<file path="config.mk">
export PLATFORM = sky130hd
export DESIGN_NAME = shs_standby_ctrl
export DESIGN_NICKNAME = d
export VERILOG_FILES = /design/src/shs_pkg.sv /design/src/shs_settle_counter.sv /design/src/shs_standby_ctrl.sv
export VERILOG_INCLUDE_DIRS = /design/src
export SDC_FILE = /design/constraint.sdc
export NUM_CORES = 1
export LEC_CHECK = 0
export ABC_AREA = 0
export BUFFER_PORTS_ARGS = -buffer_cell sky130_fd_sc_hd__buf_2
export CORE_UTILIZATION = 37
export DETAILED_ROUTE_END_ITERATION = 12
export PLACE_DENSITY = 0.61
export SLEW_MARGIN = 20
export SYNTH_ARGS = -nofsm -noshare
export SYNTH_HDL_FRONTEND = slang
export SYNTH_SLANG_ARGS = --single-unit
export TNS_END_PERCENT = 10
</file>
<file path="constraint.sdc">
create_clock -name clk_i -period 2.29 [get_ports clk_i]
set_input_delay 0.1145 -clock clk_i [delete_from_list [all_inputs] [get_ports clk_i]]
set_output_delay 0.1145 -clock clk_i [all_outputs]
set_load 0.01 [all_outputs]
</file>
<file path="src/shs_regs.svh">
// Purpose: Offsets, field positions, reset values and timing counts of the standby controller
// Assumes: 10 MHz system clock, one clock domain
// Notes: Definitions only
`ifndef SHS_REGS_SVH
`define SHS_REGS_SVH

// Register address of the settle-time select register
`define SHS_SETTLE_SEL_ADDR 16'hfff4
`define SHS_SEL_LSB 0
`define SHS_SEL_MSB 1
`define SHS_SEL_RESET 2'h0
// Settle waits as powers of two of oscillator cycles
`define SHS_SETTLE_EXP0 5'h0a
`define SHS_SETTLE_EXP1 5'h0c
`define SHS_SETTLE_EXP2 5'h0f
`define SHS_SETTLE_EXP3 5'h11
// Wake wait in slow oscillator cycles
`define SHS_WAKE_SLOW_CYCLES 4'h8
// Slow oscillator stop bit position in its mode register
`define SHS_SLOW_STOP_BIT 0
// Clock source codes
`define SHS_SRC_XTAL 2'h0
`define SHS_SRC_HRING 2'h1
`define SHS_SRC_EXT 2'h2

`endif

</file>
<file path="src/shs_pkg.sv">
// Purpose: Types for the standby controller
// Assumes: Constants live in shs_regs.svh
// Notes: Nothing is imported by users
package shs_pkg;

    // Standby sequencer states
    typedef enum logic [2:0] {
        SHS_RUN,
        SHS_HALT,
        SHS_STOP,
        SHS_OSC_START,
        SHS_WAKE_WAIT,
        SHS_SETTLE
    } shs_state_t;

endpackage : shs_pkg

</file>
<file path="src/shs_settle_counter.sv">
// Purpose: Oscillator settle counter selecting 2^10, 2^12, 2^15 or 2^17 cycles
// Assumes: Counts only while the oscillator reports it is running
// Notes: done_o pulses one cycle when the count completes
`timescale 1ns/100ps
`include "shs_regs.svh"

module shs_settle_counter (
    input wire logic clk_i,
    input wire logic rst_i,
    input wire logic start_i,
    input wire logic osc_running_i,
    input wire logic [1:0] select_i,
    output logic done_o
);

    logic [17:0] count;
    logic [17:0] limit;
    logic active;

    // Map the select code to the terminal count
    function automatic logic [17:0] settle_limit(input logic [1:0] sel);
        logic [4:0] e;
        e = `SHS_SETTLE_EXP0;
        unique case (sel)
            2'h0: e = `SHS_SETTLE_EXP0;
            2'h1: e = `SHS_SETTLE_EXP1;
            2'h2: e = `SHS_SETTLE_EXP2;
            2'h3: e = `SHS_SETTLE_EXP3;
        endcase
        settle_limit = 18'(18'h0_0001 << e) - 18'h0_0001;
    endfunction : settle_limit

    assign limit = settle_limit(select_i);

    // Count oscillator cycles; time before oscillation starts is skipped
    always_ff @(posedge clk_i) begin
        if (rst_i) begin
            count <= 18'h0_0000;
            active <= 1'b0;
            done_o <= 1'b0;
        end else begin
            done_o <= 1'b0;
            if (start_i) begin
                count <= 18'h0_0000;
                active <= 1'b1;
            end else if (active && osc_running_i) begin
                if (count == limit) begin
                    active <= 1'b0;
                    done_o <= 1'b1;
                end else begin
                    count <= count + 18'h0_0001;
                end
            end
        end
    end

endmodule : shs_settle_counter

</file>
<file path="src/shs_standby_ctrl.sv">
// Purpose: HALT and STOP standby sequencer with settle-time select register
// Assumes: Wake inputs, slow oscillator tick and bus strobes are synchronous to clk_i
// Notes: Clock enables are registered and follow the next state
// Contract
// - Halt instruction gates core clock
// - System oscillator runs during HALT
// - Running slow oscillator stays on in HALT
// - Stop instruction shuts system oscillator off
// - Interrupt request ends STOP state
// - Eight slow cycles, then settle wait
// - Registers and memory kept in standby
// - Port latches and buffers held unchanged
// - Settle wait only after STOP, crystal
// - No settle wait for ring/external
// - Select code picks 2^10..2^17 cycles
// - Select register 8-bit, upper bits zero
// - Settle count starts at oscillation start
// - Slow stop bit needs option permission
// - Running slow oscillator kept during STOP
// - Slow-clocked watchdog stops in STOP
// - Unmasked request releases HALT state
// - Pending unmasked request exits standby immediately
`timescale 1ns/100ps
`include "shs_regs.svh"

module shs_standby_ctrl (
    input wire logic clk_i,
    input wire logic rst_i,
    input wire logic halt_instr_i,
    input wire logic stop_instr_i,
    input wire logic [7:0] int_request_flags_0_i,
    input wire logic [7:0] int_mask_flags_0_i,
    input wire logic [1:0] clk_source_i,
    input wire logic slow_osc_stoppable_i,
    input wire logic slow_osc_stop_bit_i,
    input wire logic wdt_on_slow_clk_i,
    input wire logic slow_tick_i,
    input wire logic sys_osc_running_i,
    input wire logic [15:0] bus_addr_i,
    input wire logic [7:0] bus_wdata_i,
    input wire logic bus_wr_i,
    input wire logic bus_rd_i,
    output logic [7:0] bus_rdata_o,
    output logic cpu_clk_en_o,
    output logic periph_clk_en_o,
    output logic sys_osc_en_o,
    output logic slow_osc_en_o,
    output logic wdt_stop_o,
    output logic hold_state_o,
    output logic standby_o
);

    shs_pkg::shs_state_t state;
    shs_pkg::shs_state_t next_state;
    logic [1:0] osc_settle_time_select;
    logic [3:0] wake_count;
    logic wake_req;
    logic osc_is_xtal;
    logic slow_run_req;
    logic settle_start;
    logic settle_done;
    logic sel_hit;

    // True in normal operation, the only state in which the core clock runs
    function automatic logic is_running(input shs_pkg::shs_state_t s);
        is_running = (s == shs_pkg::SHS_RUN);
    endfunction : is_running

    // True in the two standby states proper
    function automatic logic is_standby(input shs_pkg::shs_state_t s);
        is_standby = (s == shs_pkg::SHS_HALT) || (s == shs_pkg::SHS_STOP);
    endfunction : is_standby

    // True while the system oscillator must stay switched off
    function automatic logic is_osc_off(input shs_pkg::shs_state_t s);
        is_osc_off = (s == shs_pkg::SHS_STOP) || (s == shs_pkg::SHS_WAKE_WAIT);
    endfunction : is_osc_off

    // Wake when any source is requested and unmasked
    assign wake_req = |(int_request_flags_0_i & ~int_mask_flags_0_i);
    // Only a crystal or ceramic resonator needs a settle wait after restart
    assign osc_is_xtal = (clk_source_i == `SHS_SRC_XTAL);
    assign sel_hit = (bus_addr_i == `SHS_SETTLE_SEL_ADDR);

    // Settle-time select register; only the low two bits are stored
    always_ff @(posedge clk_i) begin
        if (rst_i) begin
            osc_settle_time_select <= `SHS_SEL_RESET;
        end else if (bus_wr_i && sel_hit) begin
            osc_settle_time_select <= bus_wdata_i[`SHS_SEL_MSB:`SHS_SEL_LSB];
        end
    end

    // Read data; upper bits read as zero
    always_ff @(posedge clk_i) begin
        if (rst_i) begin
            bus_rdata_o <= 8'h00;
        end else if (bus_rd_i && sel_hit) begin
            bus_rdata_o <= {6'h00, osc_settle_time_select};
        end else begin
            bus_rdata_o <= 8'h00;
        end
    end

    // State transitions
    always_comb begin
        next_state = state;
        unique case (state)
            shs_pkg::SHS_RUN: begin
                if (stop_instr_i && !wake_req) begin
                    next_state = shs_pkg::SHS_STOP;
                end else if (halt_instr_i && !wake_req) begin
                    next_state = shs_pkg::SHS_HALT;
                end
            end
            shs_pkg::SHS_HALT: begin
                if (wake_req) begin
                    next_state = shs_pkg::SHS_RUN;
                end
            end
            shs_pkg::SHS_STOP: begin
                if (wake_req) begin
                    next_state = shs_pkg::SHS_WAKE_WAIT;
                end
            end
            // Eight slow ticks with everything held, then restart or resume
            shs_pkg::SHS_WAKE_WAIT: begin
                if (slow_tick_i && wake_count == `SHS_WAKE_SLOW_CYCLES - 4'h1) begin
                    if (osc_is_xtal) begin
                        next_state = shs_pkg::SHS_OSC_START;
                    end else begin
                        next_state = shs_pkg::SHS_RUN;
                    end
                end
            end
            // Oscillator enabled again; the gap before it oscillates is not counted
            shs_pkg::SHS_OSC_START: begin
                if (sys_osc_running_i) begin
                    next_state = shs_pkg::SHS_SETTLE;
                end
            end
            // Settle count running; resume when it completes
            shs_pkg::SHS_SETTLE: begin
                if (settle_done) begin
                    next_state = shs_pkg::SHS_RUN;
                end
            end
            // Unused codes fall back to normal operation
            default: begin
                next_state = shs_pkg::SHS_RUN;
            end
        endcase
    end

    // State register
    always_ff @(posedge clk_i) begin
        if (rst_i) begin
            state <= shs_pkg::SHS_RUN;
        end else begin
            state <= next_state;
        end
    end

    // Count slow oscillator cycles after STOP release
    always_ff @(posedge clk_i) begin
        if (rst_i) begin
            wake_count <= 4'h0;
        end else if (state != shs_pkg::SHS_WAKE_WAIT) begin
            wake_count <= 4'h0;
        end else if (slow_tick_i) begin
            wake_count <= wake_count + 4'h1;
        end
    end

    // Start the settle count once the restarted oscillator is seen oscillating
    assign settle_start = (state == shs_pkg::SHS_OSC_START) && sys_osc_running_i;

    shs_settle_counter u_settle (
        .clk_i(clk_i),
        .rst_i(rst_i),
        .start_i(settle_start),
        .osc_running_i(sys_osc_running_i),
        .select_i(osc_settle_time_select),
        .done_o(settle_done)
    );

    // Software stop request for the slow oscillator, honoured only if the option allows
    assign slow_run_req = !(slow_osc_stoppable_i && slow_osc_stop_bit_i);

    // Slow oscillator follows software in normal operation only; frozen in standby,
    // so a slow clock that ran on entry keeps running until the block is back in RUN
    always_ff @(posedge clk_i) begin
        if (rst_i) begin
            slow_osc_en_o <= 1'b1;
        end else if (is_running(state)) begin
            slow_osc_en_o <= slow_run_req;
        end
    end

    // Core clock runs only in normal operation; it stays off through all wake waits
    always_ff @(posedge clk_i) begin
        if (rst_i) begin
            cpu_clk_en_o <= 1'b1;
        end else begin
            cpu_clk_en_o <= is_running(next_state);
        end
    end

    // Peripherals keep their clock in HALT and lose it until STOP is fully left
    always_ff @(posedge clk_i) begin
        if (rst_i) begin
            periph_clk_en_o <= 1'b1;
        end else begin
            periph_clk_en_o <= is_running(next_state) ||
                               (next_state == shs_pkg::SHS_HALT);
        end
    end

    // System oscillator off in STOP and through the slow wake wait only
    always_ff @(posedge clk_i) begin
        if (rst_i) begin
            sys_osc_en_o <= 1'b1;
        end else begin
            sys_osc_en_o <= !is_osc_off(next_state);
        end
    end

    // Watchdog on the slow clock is stopped for the STOP period
    always_ff @(posedge clk_i) begin
        if (rst_i) begin
            wdt_stop_o <= 1'b0;
        end else begin
            wdt_stop_o <= wdt_on_slow_clk_i && (next_state == shs_pkg::SHS_STOP);
        end
    end

    // Core, registers, memory and port latches hold while not running
    always_ff @(posedge clk_i) begin
        if (rst_i) begin
            hold_state_o <= 1'b0;
        end else begin
            hold_state_o <= !is_running(next_state);
        end
    end

    // Standby indication covers HALT and STOP, not the wake waits
    always_ff @(posedge clk_i) begin
        if (rst_i) begin
            standby_o <= 1'b0;
        end else begin
            standby_o <= is_standby(next_state);
        end
    end

endmodule : shs_standby_ctrl

</file>
==> impl_metrics.csv, run 1 <==
group,metric,value,unit
outcome,status,"finished, final reports clean",
place,port_buffers,55,
sta,finalMaxSlewViolations,0,
floorplan,fp.dieH,74.28,um
logic_synthesis,yosys.area.top_type_share,39.35,%
cells_and_area,area_growth,24.01,%
clocking,postCtsSetupBuffers,0,
sta,hold_viol_final,0,
flow_run,max-cap-violations,0,
clocking,ctsResizeCount,0,
logic_synthesis,yosys-top-cells-count,"38 x dfxtp_1, 23 x nor2_1, 20 x nand2_1",
setup_path,critPathKind,"reg2reg",
power,pwr_density_cell,619.3,nW/um^2
drt,first_iter_violations,97,
logic_synthesis,yosys_warnings,0,
sta,fin_skew,0.003266,ns
logic_synthesis,synth_edf_count,0,
clocking,clock_path_buffers,2,
logic_synthesis,seq_area_frac_synth,39.35,%
place,dp_hpwl,3158,um
sta,tns,0,ns
logic_synthesis,yosys_most_used_dff,"dfxtp_1",
drt,routed_via_density,5.199,
logic_synthesis,synthMostInstantiatedCell,"dfxtp_1",
drt,routed_wl,4239,um
clocking,cts_tree,"built",
clocking,h-tree-depth,2,
logic_synthesis,synth_cells,230,
logic_synthesis,yosys.area.top_type,"dfxtp_1",
sta,fmax,498.4,MHz
global_route,antenna_found_initial,0,
clocking,ctsRootBufferMaster,"clkbuf_8",
cells_and_area,fin_area,2397,um^2
logic_synthesis,synthTopCellsByArea,"dfxtp_1 39%, nor2_1 4.5%, nand2_1 3.9%",
clocking,insertion_delay,0.29,ns
cells_and_area,fillCellCount,505,
floorplan,start_util,39.62,%
logic_synthesis,ys_async_sr_fraction,0,%
setup_path,critPathBufInv,1,
sta,period_share,87.61,%
clocking,cts_buffers,5,
cells_and_area,num_antenna_cells,0,
logic_synthesis,ys_seq_elements,38,
drt,wl_met1,1992,um
cells_and_area,drive_gt1_share,24.83,%
worst_hold_path,hold_path.class,"in2reg",
drt,dr_wl_met2,1939,um
place,gp_congestion,0.7747,
clocking,clk_pin_slew,0.08,ns
logic_synthesis,yosysUniqueCellTypes,55,
setup_path,cp-end-kind,"flip-flop",
power,peakVddDrop,0.0003972,V
setup_path,crit_path_cell_trace,"or4_4, a221oi_4, a41o_1, buf_4, nor4_1, o21a_1",
floorplan,num_rows,25,
setup_path,crit_family,"compound AO/OA/AOI/OAI gates",
global_route,grt_pass1_vias,1703,
place,place_area,2255,um^2
sta,rsz0062_at_grt,"false",
drt,routed.top_layer,"met4",
drt,route.detailed.drc,0,
setup_path,slowest_delay,0.56,ns
setup_path,path_max_fanout,20,
power,leakage,0.9347,nW
logic_synthesis,synth_area,1933,um^2
logic_synthesis,synth.avg_cell_area,8.405,um^2
drt,first_pass_iters,4,
sta,worstMarginPinSlew,0.5860,ns
floorplan,die_x,74.28,um
clocking,holdBufCountCts,0,
cells_and_area,finish.net_count,344,
setup_path,cp_slowest_cell,"or4_4",
drt,wl_per_cell,11.87,um
drt,vias,1856,
global_route,grt_usage,16.96,%
drt,wl_met3,249,um
setup_path,startpoint_type,"flip-flop",
sta,fin_crit,2.006,ns
sta,final-setup-viol-count,0,
global_route,grt_max_degree,21,
floorplan,core_area,4880,um^2
global_route,grt_first_pass_wirelength,7217,um
setup_path,worstPathArrival,2.19,ns
clocking,cts_sinks,38,
floorplan,num_io_pins,68,
drt,antenna_left,0,
sta,maxSlewHeadroom,60.81,%
global_route,globalRoute.totalOverflow,0,
setup_path,cp.required,2.48,ns
floorplan,die-area,5518,um^2
## registers in the layout, indices dropped and copies added, names as in the netlist, 2 cells and up
| name | flops |
|---|---|
| u_settle.count | 18 |
| wake_count | 4 |
| state | 3 |
| bus_rdata_o | 2 |
| osc_settle_time_select | 2 |
## layout by cell type, fill, tap and decap left out, types with 3 or more instances in the layout
| master | netlist | layout |
|---|---|---|
| clkbuf_8 | 0 | 6 |
| a21o_1 | 3 | 3 |
| or3_1 | 9 | 9 |
| conb_1 | 1 | 6 |
| or4_1 | 6 | 6 |
| a21oi_1 | 14 | 14 |
| inv_1 | 6 | 6 |
| buf_4 | 6 | 4 |
| nand4_1 | 9 | 9 |
| nand2_1 | 20 | 20 |
| and3_1 | 3 | 3 |
| nor2_1 | 23 | 23 |
| dfxtp_1 | 38 | 38 |
| mux2i_1 | 4 | 4 |
| nor2b_1 | 9 | 9 |
| o21ai_1 | 7 | 7 |
| nor3_1 | 4 | 4 |
| nand2b_1 | 3 | 3 |
| o21ai_0 | 5 | 5 |
| o31ai_1 | 3 | 3 |
| nand3_1 | 9 | 9 |
| buf_2 | 0 | 55 |
| and2_1 | 3 | 3 |
## where the power goes
group          total, mW  switching (mW)  internal, mW
Combinational      0.103          0.0500        0.0534
Clock              0.710           0.246         0.465
Sequential         0.671         0.00371         0.667
## worst reg2reg max path: stages, from the launching register on
cell,delay (ns)
dfxtp_1,0.36
or4_4,0.56
a221oi_4,0.34
a41o_1,0.21
buf_4,0.21
nor4_1,0.07
o21a_1,0.16
## worst paths after layout
| check | start | end | slack (ns) | cells after the start |
|---|---|---|---|---|
| setup / recovery | osc_settle_time_select[1] | u_settle.count[6] | 0.28 | 6 |
| hold / removal | bus_wdata_i[0] | osc_settle_time_select[0] | 0.07 | 3 |
| setup reg to reg | osc_settle_time_select[1] | u_settle.count[6] | 0.28 | 6 |
| hold reg to reg | osc_settle_time_select[0] | bus_rdata_o[0] | 0.49 | 2 |
## layer usage
layer,up-vias,track usage [%]
li1,956,-
met1,838,20.82
met2,56,28.69
met3,6,4.743
met4,0,5.660
met5,-,0
## through the flow
step	util (%)	total power, mW	hold WS, ns	setup slack [ns]	instances
after floorplan	-	0.7378	0.1902	0.4155	235
after global placement	46.21	0.7882	0.3549	0.3141	349
after detailed placement	46.21	0.7903	0.3621	0.2800	349
after CTS	49.13	1.502	0.05815	0.2675	357
after global routing	49.13	1.541	0.05681	0.1516	357
final	49.13	1.485	0.06569	0.2837	357
## area by class of cell
cell class              count  area (um^2)  area share [%]
clock buffers               6        82.58           3.445
repair buffers             59        305.3           12.73
multi-input cells         179         1082           45.15
well taps                  67        83.83           3.497
inverters                   6        22.52          0.9395
flip-flops and latches     38        760.7           31.73
clock inverters             2        60.06           2.505
## cells by family (layout without fill, tap and decap cells)
family / count (synthesis) / in the layout / share of synthesized area [%]
simple gates: 109 / 109 / 30.29
compound gates: 54 / 54 / 19.35
flops: 38 / 38 / 39.35
buf+inv: 18 / 73 / 5.630
xor+xnor: 4 / 4 / 1.813
mux: 4 / 4 / 2.071
fa+ha+maj: 2 / 2 / 1.294
other cells: 1 / 6 / 0.1940
Power figures use the tool's default switching activity.
==> run 2, diff against run 1 <==
--- a/config.mk
+++ b/config.mk
@@ -9,8 +9,10 @@
 export ABC_AREA = 0
 export BUFFER_PORTS_ARGS = -buffer_cell sky130_fd_sc_hd__buf_2
 export CORE_UTILIZATION = 37
+export CTS_BUF_LIST = sky130_fd_sc_hd__clkbuf_16
 export DETAILED_ROUTE_END_ITERATION = 12
 export PLACE_DENSITY = 0.61
+export SKIP_CTS_REPAIR_TIMING = 1
 export SLEW_MARGIN = 20
 export SYNTH_ARGS = -nofsm -noshare
 export SYNTH_HDL_FRONTEND = slang
==> run 2 against run 1 <==
Net effect: non-clock buffer count is the same; sequential power is essentially flat; critical endpoint is now u_settle.count[8]; largest power group unchanged; clock skew is essentially flat; sequential cell count is the same; clock-buffer cell count shrank 1; final cell count is the same; routed wire length is essentially flat; total power grew 11%; sequential share of layout area shrank 0.60 points; core utilization grew 0.95 points; register-to-register slack is essentially flat; critical path depth is the same.
==> impl_metrics.csv, run 2 (same netlist as run 1, synthesis figures left out) <==
group,metric,value,unit
outcome,status,"finished, final reports clean",
drt,route.detailed.drc,0,
setup_path,worstPathArrival,2.14,ns
clocking,clk_pin_slew,0.06,ns
sta,finalMaxSlewViolations,0,
clocking,insertion_delay,0.28,ns
drt,vias,1855,
clocking,clock_path_buffers,2,
setup_path,startpoint_type,"flip-flop",
sta,fin_crit,2.005,ns
drt,routed_wl,4240,um
cells_and_area,top_regs,"u_settle.count (18), wake_count (4), state (3)",
cells_and_area,finish.net_count,344,
clocking,cts_buffers,5,
floorplan,fp.dieH,74.28,um
cells_and_area,drive_gt1_share,24.48,%
power,pwr_density_cell,677.0,nW/um^2
drt,antenna_left,0,
worst_hold_path,hold_path.class,"in2reg",
sta,fmax,498.7,MHz
place,place_area,2255,um^2
place,port_buffers,55,
place,gp_congestion,0.7747,
sta,final-setup-viol-count,0,
setup_path,cp-startpoint,"osc_settle_time_select[1]",
floorplan,core_area,4880,um^2
power,leakage,0.9548,nW
cells_and_area,layout.cells.most_common,"buf_2",
place,pre_cts_ws,0.2800,ns
floorplan,num_io_pins,68,
sta,period_share,87.57,%
cells_and_area,multiInputGateArea,1082,um^2
cells_and_area,largest_reg_flops,18,
cells_and_area,fillCellCount,502,
cells_and_area,fin_area,2444,um^2
floorplan,num_rows,25,
clocking,cts_sinks,38,
drt,first_iter_violations,108,
global_route,grt_pass1_vias,1733,
sta,setup_ws,0.2847,ns
global_route,grt_first_pass_wirelength,7293,um
floorplan,start_util,39.62,%
global_route,grt_usage,17.16,%
sta,fin_skew,0.003519,ns
worst_hold_path,worstHoldStart,"bus_wdata_i[1]",
cells_and_area,final_core_utilization,50.08,%
sta,worstMarginPinSlew,0.5806,ns
drt,wl_per_cell,11.88,um
cells_and_area,fin_cells,357,
sta,tns,0,ns
floorplan,die_x,74.28,um
drt,first_pass_iters,4,
sta,whs,0.08418,ns
cells_and_area,final_cell_mix,"55 x buf_2, 38 x dfxtp_1, 23 x nor2_1",
sta,rsz0062_at_grt,"false",
clocking,ctsRootBufferMaster,"clkbuf_16",
global_route,grt_max_degree,21,
clocking,cts_tree,"built",
cells_and_area,num_antenna_cells,0,
sta,maxSlewHeadroom,61.17,%
place,dp_hpwl,3158,um
setup_path,worstReg2RegStart,"osc_settle_time_select[1]",
setup_path,cp.required,2.43,ns
power,peakVddDrop,0.0004774,V
power,p_total,1.654,mW
clocking,h-tree-depth,2,
cells_and_area,regMostFlops,"u_settle.count",
setup_path,cp-end-kind,"flip-flop",
place,dpl.cell_count,349,
setup_path,path_max_fanout,20,
cells_and_area,area_growth,26.41,%
drt,routed_via_density,5.196,
cells_and_area,layout.area.seq,760.7,um^2
global_route,antenna_found_initial,0,
flow_run,max-cap-violations,0,
floorplan,die-area,5518,um^2
sta,hold_viol_final,0,
global_route,globalRoute.totalOverflow,0,
setup_path,critPathKind,"reg2reg",
run 2: worst paths after layout:
path                                     to  slack (ns)  cells after the start
setup / recovery          u_settle.count[8]        0.28                      6
hold reg to reg           u_settle.count[5]        0.49                      2
setup reg to reg          u_settle.count[8]        0.28                      6
hold / removal    osc_settle_time_select[1]        0.08                      3
run 2: area by class of cell:
| class | count | area share, % |
|---|---|---|
| clock buffer | 5 | 5.120 |
| clock inverter | 3 | 2.611 |
| inverter | 6 | 0.9217 |
| multi-input combinational | 179 | 44.29 |
| sequential | 38 | 31.13 |
| tap | 67 | 3.431 |
| timing repair buffer | 59 | 12.49 |
run 2: per-layer routing:
| layer | track usage (%) | share of wire (%) | vias up |
|---|---|---|---|
| met2 | 29.09 | 46 | 50 |
| met3 | 4.743 | 5.2 | 2 |
| li1 | - | - | 958 |
| met1 | 20.73 | 48 | 845 |
| met4 | 6.499 | 0.68 | 0 |
| met5 | 0 | 0 | - |
run 2: critical path, stage by stage (launching register included):
cell and delay (ns):
dfxtp_1 0.35, or4_4 0.56, a221oi_4 0.34, a41o_1 0.21
buf_4 0.21, or3_1 0.13, a21oi_1 0.06
run 2: power breakdown:
group,leakage [nW],switching (mW),internal [mW]
Clock,0.0915,0.259,0.620
Sequential,0.307,0.00361,0.668
Combinational,0.557,0.0497,0.0534
Total,0.955,0.313,1.34
